**config.mk**
```make
export PLATFORM = sky130hd
export DESIGN_NAME = nvdm_ctrl
export DESIGN_NICKNAME = d
export VERILOG_FILES = /design/src/nvdm_busy_timer.v /design/src/nvdm_cell_array.v /design/src/nvdm_ctrl.v
export VERILOG_INCLUDE_DIRS = /design/src
export SDC_FILE = /design/constraint.sdc
export NUM_CORES = 2
export LEC_CHECK = 0
export BUFFER_PORTS_ARGS = -buffer_cell sky130_fd_sc_hd__buf_2
export CAP_MARGIN = 20
export CORE_MARGIN = 2
export CORE_UTILIZATION = 60
export CTS_CLUSTER_SIZE = 16
export DETAILED_ROUTE_END_ITERATION = 7
export PLACE_DENSITY = 0.82
export SKIP_LAST_GASP = 1
export SYNTH_ARGS = -nofsm -noshare
export SYNTH_HDL_FRONTEND = slang
export SYNTH_HIERARCHICAL = 1
export SYNTH_SLANG_ARGS = --single-unit
```
**constraint.sdc**
```tcl
create_clock -name clk -period 6.7 [get_ports clk]
set_input_delay 0.335 -clock clk [delete_from_list [all_inputs] [get_ports clk]]
set_output_delay 0.335 -clock clk [all_outputs]
set_load 0.02 [all_outputs]
```
**src/nvdm_consts.vh**
```
`ifndef NVDM_CONSTS_VH
`define NVDM_CONSTS_VH

// Register offsets
`define NVDM_OFS_CONTROL    8'hCE
`define NVDM_OFS_WDATA      8'hCF
`define NVDM_OFS_ADDR_LOW   8'hC7

// Control fields
`define NVDM_BIT_ERASE      7
`define NVDM_BIT_WRITE      6
`define NVDM_BIT_WINDOW     5

// Reset values
`define NVDM_RST_CONTROL    8'h00
`define NVDM_RST_WDATA      8'h00
`define NVDM_RST_ADDR_LOW   8'h00

// Geometry
`define NVDM_PAGES          8
`define NVDM_PAGE_BYTES     16
`define NVDM_BYTES          128
`define NVDM_AW             7
`define NVDM_ERASED         8'hFF

// Timing
`define NVDM_CLK_NS         10
`define NVDM_ERASE_NS       20000
`define NVDM_WRITE_NS       5000
`define NVDM_ERASE_CYC      ((`NVDM_ERASE_NS + `NVDM_CLK_NS - 1) / `NVDM_CLK_NS)
`define NVDM_WRITE_CYC      ((`NVDM_WRITE_NS + `NVDM_CLK_NS - 1) / `NVDM_CLK_NS)
`define NVDM_TW             12

`endif

```
**src/nvdm_busy_timer.v**
```verilog
`include "nvdm_consts.vh"

module nvdm_busy_timer (
  // Clock and reset
  input  wire                 clk,
  input  wire                 srst,
  // Control
  input  wire                 load,
  input  wire [`NVDM_TW-1:0]  load_val,
  // Status
  output wire                 running,
  output reg                  done
);

  reg [`NVDM_TW-1:0] cnt_reg;

  assign running = (cnt_reg != {`NVDM_TW{1'b0}});

  // Counts the busy time down and pulses at the last cycle
  always @(posedge clk) begin
    if (srst) begin
      cnt_reg <= {`NVDM_TW{1'b0}};
      done    <= 1'b0;
    end else if (load) begin
      cnt_reg <= load_val;
      done    <= 1'b0;
    end else if (running) begin
      cnt_reg <= cnt_reg - {{(`NVDM_TW-1){1'b0}}, 1'b1};
      done    <= (cnt_reg == {{(`NVDM_TW-1){1'b0}}, 1'b1});
    end else begin
      done <= 1'b0;
    end
  end

endmodule

```
**src/nvdm_cell_array.v**
```verilog
`include "nvdm_consts.vh"

module nvdm_cell_array (
  // Clock
  input  wire                 clk,
  // Page erase
  input  wire                 erase_en,
  input  wire [2:0]           erase_page,
  // Byte program
  input  wire                 prog_en,
  input  wire [`NVDM_AW-1:0]  prog_addr,
  input  wire [7:0]           prog_data,
  // Read
  input  wire [`NVDM_AW-1:0]  rd_addr,
  output wire [7:0]           rd_data
);

  wire [`NVDM_BYTES*8-1:0] flat;

  genvar i;
  generate
    for (i = 0; i < `NVDM_BYTES; i = i + 1) begin : g_cell
      localparam integer        PAGE_I  = i / `NVDM_PAGE_BYTES;
      localparam integer        ADDR_I  = i;
      localparam [2:0]          PAGE_ID = PAGE_I[2:0];
      localparam [`NVDM_AW-1:0] ADDR_ID = ADDR_I[`NVDM_AW-1:0];
      reg [7:0] cell_reg;
      // One cell; content survives reset
      always @(posedge clk) begin
        if (erase_en && (erase_page == PAGE_ID)) begin
          cell_reg <= `NVDM_ERASED;
        end else if (prog_en && (prog_addr == ADDR_ID)) begin
          cell_reg <= prog_data;
        end
      end
      assign flat[i*8 +: 8] = cell_reg;
    end
  endgenerate

  assign rd_data = flat[rd_addr*8 +: 8];

endmodule

```
**src/nvdm_ctrl.v**
```verilog
`include "nvdm_consts.vh"

module nvdm_ctrl (
  // Clock and reset
  input  wire         clk,
  input  wire         srst,
  // Special function register access
  input  wire [7:0]   sfr_addr,
  input  wire         sfr_wr,
  input  wire         sfr_rd,
  input  wire [7:0]   sfr_wdata,
  output reg  [7:0]   sfr_rdata,
  output wire         sfr_hit,
  // Instruction flow
  output wire         fetch_stall,
  // External data reads
  input  wire         movx_rd,
  input  wire [15:0]  movx_addr,
  output wire         nv_rd_sel,
  output wire         xram_enable,
  // Program-memory read path
  input  wire         movc_nv_rd,
  input  wire [6:0]   movc_addr,
  // Read answer
  output reg  [7:0]   nv_rd_data,
  output reg          nv_rd_valid,
  // Status
  output wire         nv_busy,
  output reg          nv_op_done
);

  localparam [1:0] ST_IDLE  = 2'b00;
  localparam [1:0] ST_ERASE = 2'b01;
  localparam [1:0] ST_WRITE = 2'b10;

  // Timer is loaded one short, so busy lasts exactly the stated count
  localparam integer        ERASE_LD_I = `NVDM_ERASE_CYC - 1;
  localparam integer        WRITE_LD_I = `NVDM_WRITE_CYC - 1;
  localparam [`NVDM_TW-1:0] ERASE_CYC  = ERASE_LD_I[`NVDM_TW-1:0];
  localparam [`NVDM_TW-1:0] WRITE_CYC  = WRITE_LD_I[`NVDM_TW-1:0];
  localparam [7:0]          RST_CTL    = `NVDM_RST_CONTROL;

  // Register state
  reg [1:0]               state_reg;
  reg [1:0]               state_next;
  reg                     erase_bit_reg;
  reg                     write_bit_reg;
  reg                     window_reg;
  reg [7:0]               wdata_reg;
  reg [7:0]               addr_low_reg;
  reg [2:0]               page_reg;
  reg                     page_armed_reg;
  reg [`NVDM_AW-1:0]      prog_addr_reg;
  reg [7:0]               prog_data_reg;

  // Decoded accesses
  wire                    hit_control;
  wire                    hit_wdata;
  wire                    hit_addr_low;
  wire                    wr_control;
  wire                    start_erase;
  wire                    start_write;

  // Timer and array links
  reg                     tmr_load;
  reg  [`NVDM_TW-1:0]     tmr_val;
  wire                    tmr_running;
  wire                    tmr_done;
  wire                    erase_fire;
  wire                    prog_fire;
  wire                    rd_req;
  wire [`NVDM_AW-1:0]     rd_addr;
  wire [7:0]              arr_rd_data;

  // Address decode
  assign hit_control  = (sfr_addr == `NVDM_OFS_CONTROL);
  assign hit_wdata    = (sfr_addr == `NVDM_OFS_WDATA);
  assign hit_addr_low = (sfr_addr == `NVDM_OFS_ADDR_LOW);
  assign sfr_hit      = hit_control | hit_wdata | hit_addr_low;

  // Control writes are taken only while idle
  assign wr_control  = sfr_wr & hit_control & (state_reg == ST_IDLE);
  assign start_erase = wr_control & sfr_wdata[`NVDM_BIT_ERASE];
  assign start_write = wr_control & ~sfr_wdata[`NVDM_BIT_ERASE]
                       & sfr_wdata[`NVDM_BIT_WRITE];

  // Fetch is held from the starting write until the operation ends
  assign fetch_stall = (state_reg != ST_IDLE) | start_erase | start_write;
  assign nv_busy     = (state_reg != ST_IDLE);

  // Read window steering
  assign nv_rd_sel   = movx_rd & window_reg;
  assign xram_enable = ~window_reg;
  assign rd_req      = nv_rd_sel | movc_nv_rd;
  assign rd_addr     = movc_nv_rd ? movc_addr : movx_addr[`NVDM_AW-1:0];

  // Operation ends on the timer pulse
  assign erase_fire = (state_reg == ST_ERASE) & tmr_done & page_armed_reg;
  assign prog_fire  = (state_reg == ST_WRITE) & tmr_done;

  // Next-state logic
  always @* begin
    state_next = state_reg;
    tmr_load   = 1'b0;
    tmr_val    = {`NVDM_TW{1'b0}};
    case (state_reg)
      ST_IDLE: begin
        if (start_erase) begin
          state_next = ST_ERASE;
          tmr_load   = 1'b1;
          tmr_val    = ERASE_CYC;
        end else if (start_write) begin
          state_next = ST_WRITE;
          tmr_load   = 1'b1;
          tmr_val    = WRITE_CYC;
        end
      end
      ST_ERASE: begin
        if (tmr_done) begin
          state_next = ST_IDLE;
        end
      end
      ST_WRITE: begin
        if (tmr_done) begin
          state_next = ST_IDLE;
        end
      end
      default: begin
        state_next = ST_IDLE;
      end
    endcase
  end

  always @(posedge clk) begin
    if (srst) begin
      state_reg <= ST_IDLE;
    end else begin
      state_reg <= state_next;
    end
  end

  // Control register
  always @(posedge clk) begin
    if (srst) begin
      erase_bit_reg <= RST_CTL[`NVDM_BIT_ERASE];
      write_bit_reg <= RST_CTL[`NVDM_BIT_WRITE];
      window_reg    <= RST_CTL[`NVDM_BIT_WINDOW];
    end else begin
      if (wr_control) begin
        erase_bit_reg <= sfr_wdata[`NVDM_BIT_ERASE];
        write_bit_reg <= sfr_wdata[`NVDM_BIT_WRITE] & ~sfr_wdata[`NVDM_BIT_ERASE];
        window_reg    <= sfr_wdata[`NVDM_BIT_WINDOW];
      end else if (tmr_done && (state_reg != ST_IDLE)) begin
        erase_bit_reg <= 1'b0;
        write_bit_reg <= 1'b0;
      end
    end
  end

  // Write data holding register
  always @(posedge clk) begin
    if (srst) begin
      wdata_reg <= `NVDM_RST_WDATA;
    end else if (sfr_wr && hit_wdata && (state_reg == ST_IDLE)) begin
      wdata_reg <= sfr_wdata;
    end
  end

  // Address register selects and arms the page
  always @(posedge clk) begin
    if (srst) begin
      addr_low_reg   <= `NVDM_RST_ADDR_LOW;
      page_reg       <= 3'b000;
      page_armed_reg <= 1'b0;
    end else if (sfr_wr && hit_addr_low && (state_reg == ST_IDLE)) begin
      addr_low_reg   <= sfr_wdata;
      page_reg       <= sfr_wdata[6:4];
      page_armed_reg <= 1'b1;
    end else if (erase_fire) begin
      page_armed_reg <= 1'b0;
    end
  end

  // Byte and address latched as the write starts
  always @(posedge clk) begin
    if (srst) begin
      prog_addr_reg <= {`NVDM_AW{1'b0}};
      prog_data_reg <= 8'h00;
    end else if (start_write) begin
      prog_addr_reg <= addr_low_reg[`NVDM_AW-1:0];
      prog_data_reg <= wdata_reg;
    end
  end

  // Register readback
  always @(posedge clk) begin
    if (srst) begin
      sfr_rdata <= 8'h00;
    end else if (sfr_rd) begin
      if (hit_control) begin
        sfr_rdata <= {erase_bit_reg, write_bit_reg, window_reg, 5'b00000};
      end else if (hit_wdata) begin
        sfr_rdata <= wdata_reg;
      end else if (hit_addr_low) begin
        sfr_rdata <= addr_low_reg;
      end else begin
        sfr_rdata <= 8'h00;
      end
    end
  end

  // Read answer one cycle after the request
  always @(posedge clk) begin
    if (srst) begin
      nv_rd_data  <= 8'h00;
      nv_rd_valid <= 1'b0;
    end else begin
      nv_rd_valid <= rd_req;
      if (rd_req) begin
        nv_rd_data <= arr_rd_data;
      end
    end
  end

  // Completion pulse
  always @(posedge clk) begin
    if (srst) begin
      nv_op_done <= 1'b0;
    end else begin
      nv_op_done <= tmr_done & (state_reg != ST_IDLE);
    end
  end

  nvdm_busy_timer u_timer (
    .clk      (clk),
    .srst     (srst),
    .load     (tmr_load),
    .load_val (tmr_val),
    .running  (tmr_running),
    .done     (tmr_done)
  );

  nvdm_cell_array u_array (
    .clk        (clk),
    .erase_en   (erase_fire),
    .erase_page (page_reg),
    .prog_en    (prog_fire),
    .prog_addr  (prog_addr_reg),
    .prog_data  (prog_data_reg),
    .rd_addr    (rd_addr),
    .rd_data    (arr_rd_data)
  );

endmodule

```
==> metrics.csv <==
metric;value;unit
core;77700;um^2
grt_max_degree;104;
largest_register_ffs;1024;
overflow;0;
status;complete, no violations;
hpwl;84.5;mm
switching_share;0.218;
io_buffers;58;
die_w;285;um
gp_congestion;0.925;
io_pins;68;
ctsResizeCount;0;
viasPerCell;6.45;
htree_levels;3;
chipHeight;285;um
fin_nets;5281;
first_pass_iters;8;
cts_tree;built;
drc_errors;0;
fillers;5665;
synth-edff-count;0;
setup_viol;0;
synth_area;47300;um^2
syn_avg_cell_area;8.76;um^2
period_share;0.580;
tightestPinTransition;1.20;ns
period_needed;3.88;ns
ys_ff_latch;1092;
post_drt_wl_per_cell;21.8;um
drt_wl_total;139;mm
relSlewSlack;0.196;
initial_core_util;0.608;
skew;0.0336;ns
rsz0062_at_grt;false;
max_freq;257;MHz
drtIter0Drc;5752;
ys.flop_type;dfxtp_1;
ant_nets;0;
synth_cells;5396;
syn-num-nets;5447;
arrival;4.42;ns
combinationalPowerShare;0.039;
leakagePower;22.5;nW
cts_buffers;107;
peakVddDrop;0.206;mV
synth.distinct_cells;62;
intPower;10.7;mW
setup_tns;0;ns
layout-area-overhead-vs-synth;10.1;%
grt_pass1_vias;38800;
grt_usage;0.332;
clkPwrFrac;0.484;
placed_cells;6147;
hold_path_class;primary input to register;
clkSinkCount;1092;
ys.warnings.count;6;
synth.yosys.seq_area_share;0.463;
grt_pass1_wl;216;mm
path_class;primary input to register;
hold_viol;0;
worst_skew_pair.late_latency;0.68;ns
cts.clk_slew.worst_paths;0.06;ns
cts-root-buf;clkbuf_16;
required;7.24;ns
fp.dieArea;81000;um^2
antenna_found_initial;7;
drive_gt1_frac;0.133;
critPathLaunchType;primary input;
synthArstFlopShare;0;
slew_violations;0;
clock_path_buffers;3;
final_cells;6366;
cap_violations;0;
worstPathMaxFanout;72;
power_switching;2.99;mW
endpoint_kind;register;
power.density;264;nW/um^2
num_vias;41100;
power_frac_seq;0.477;
rows;102;
==> Yosys cell counts, drive strengths merged, types with 2 or more instances <==
master   number  share of area
a211oi        2        0.00042
a21o          2        0.00032
a21oi        15         0.0016
a311oi        2        0.00037
and2          5        0.00066
and3          7        0.00093
and3b         4        0.00074
and4b         5         0.0011
buf          58         0.0062
clkbuf      344          0.027
dfxtp      1092           0.46
ha            6         0.0016
inv          13         0.0010
mux2         15         0.0036
mux2i       107          0.023
mux4        336           0.16
nand2      2028           0.16
nand2b        5        0.00066
nand3      1093           0.12
nand3b        4        0.00064
nand4         3        0.00040
nand4bb       2        0.00082
nor2         54         0.0043
nor2b         8         0.0011
nor3        125          0.014
nor3b         3        0.00048
nor4          7         0.0017
nor4b         2        0.00069
o21ai        14         0.0015
or2           3        0.00040
or3           6        0.00079
or3b          5        0.00093
or4           2        0.00048
xnor2         3        0.00056
==> layout make-up <==
type | count | area [um^2] | area share
multi-input cells | 3889 | 23900 | 0.460
flip-flops and latches | 1092 | 21900 | 0.421
clock buffers | 139 | 3070 | 0.0591
well taps | 1040 | 1300 | 0.0250
repair buffers | 127 | 900 | 0.0173
clock inverters | 63 | 877 | 0.0169
inverters | 13 | 48.8 | 0.000938
diodes | 3 | 7.51 | 0.000144
==> cell usage in the layout, fill, tap and decap left out, types with 5 or more instances in the layout <==
cell type and n:
nand2_1 2025, nand3_1 1088, dfxtp_1 1084, mux4_2 336
nor3_1 121, clkbuf_16 111, mux2i_1 107, buf_2 59
nor2_1 53, buf_4 51, clkinv_2 22, clkbuf_8 19
bufinv_16 19, a21oi_1 15, o21ai_0 14, inv_1 13
mux2_2 12, clkinvlp_4 12, clkbuf_1 9, dlygate4sd3_1 9
dfxtp_4 8, and3_1 7, nor2b_1 6, ha_1 6
or3_1 6, and4b_1 5, and2_1 5
==> worst max-delay path: stages <==
cell	delay, ns
buf_2	0.43
mux2_8	0.86
buf_4	0.55
mux4_2	0.58
mux4_2	0.54
mux4_2	0.56
mux2_2	0.30
nand2_1	0.07
a21oi_1	0.06
==> layer usage <==
| layer | part of all wire | vias to the layer above | global-route usage | wire [um] |
|---|---|---|---|---|
| li1 | - | 18200 | - | - |
| met1 | 0.37 | 19700 | 0.441 | 51300 |
| met2 | 0.45 | 2737 | 0.513 | 62400 |
| met3 | 0.13 | 488 | 0.0778 | 17700 |
| met4 | 0.051 | 10 | 0.163 | 7100 |
| met5 | 0.00048 | - | 0 | 66 |
==> power groups by stage <==
stage,clock [mW],combinational (mW),sequential (mW)
6_report,6.64,0.537,6.55
5_1_grt,6.92,0.578,6.55
4_1_cts,6.65,0.535,6.55
3_5_place_dp,0,0.527,6.69
3_3_place_gp,0,0.518,6.69
2_1_floorplan,0,0.434,6.69
==> cells by family (layout without fill, tap and decap cells) <==
kind of cell             Yosys count  in the layout  synth area share
flip-flops                      1092           1092             0.463
XOR/XNOR                           4              4          0.000741
buffers and inverters            415            342            0.0346
AO/OA/AOI/OAI                     45             45           0.00612
AND/OR/NAND/NOR                 3375           3375             0.308
other                              1              4         0.0000793
multiplexers                     458            458             0.186
adder cells (fa/ha/maj)            6              6           0.00159
==> what timing repair did <==
action,in CTS,in global routing
endpoints found under the setup margin,0,0
hold buffers,9,0
buffers inserted,0,0
hold endpoints to repair,19,0
==> metrics by stage <==
step	setup slack (ns)	area [um^2]	hold WS (ns)	util	power, mW
after global routing	2.60	52000	0.123	0.669	14.0
after detailed placement	2.09	47900	0.444	0.617	7.22
after floorplan	3.26	47300	0.426	-	7.12
after CTS	2.79	52000	0.0578	0.669	13.7
final	2.82	52000	0.0963	0.669	13.7
after global placement	2.10	47900	0.439	0.616	7.21
==> worst paths after layout <==
path | start | endpoint | slack [ns] | cells after the start
worst max register to register | state_reg[0] | u_array/g_cell[82].cell_reg[6] | 3.29 | 8
worst min-delay path | sfr_wr | state_reg[0] | 0.1 | 3
worst max-delay path | movc_nv_rd | nv_rd_data[6] | 2.82 | 9
worst min register to register | u_array/g_cell[111].cell_reg[1] | u_array/g_cell[111].cell_reg[1] | 0.46 | 2
Note: power is estimated with default switching activity, not from simulation.
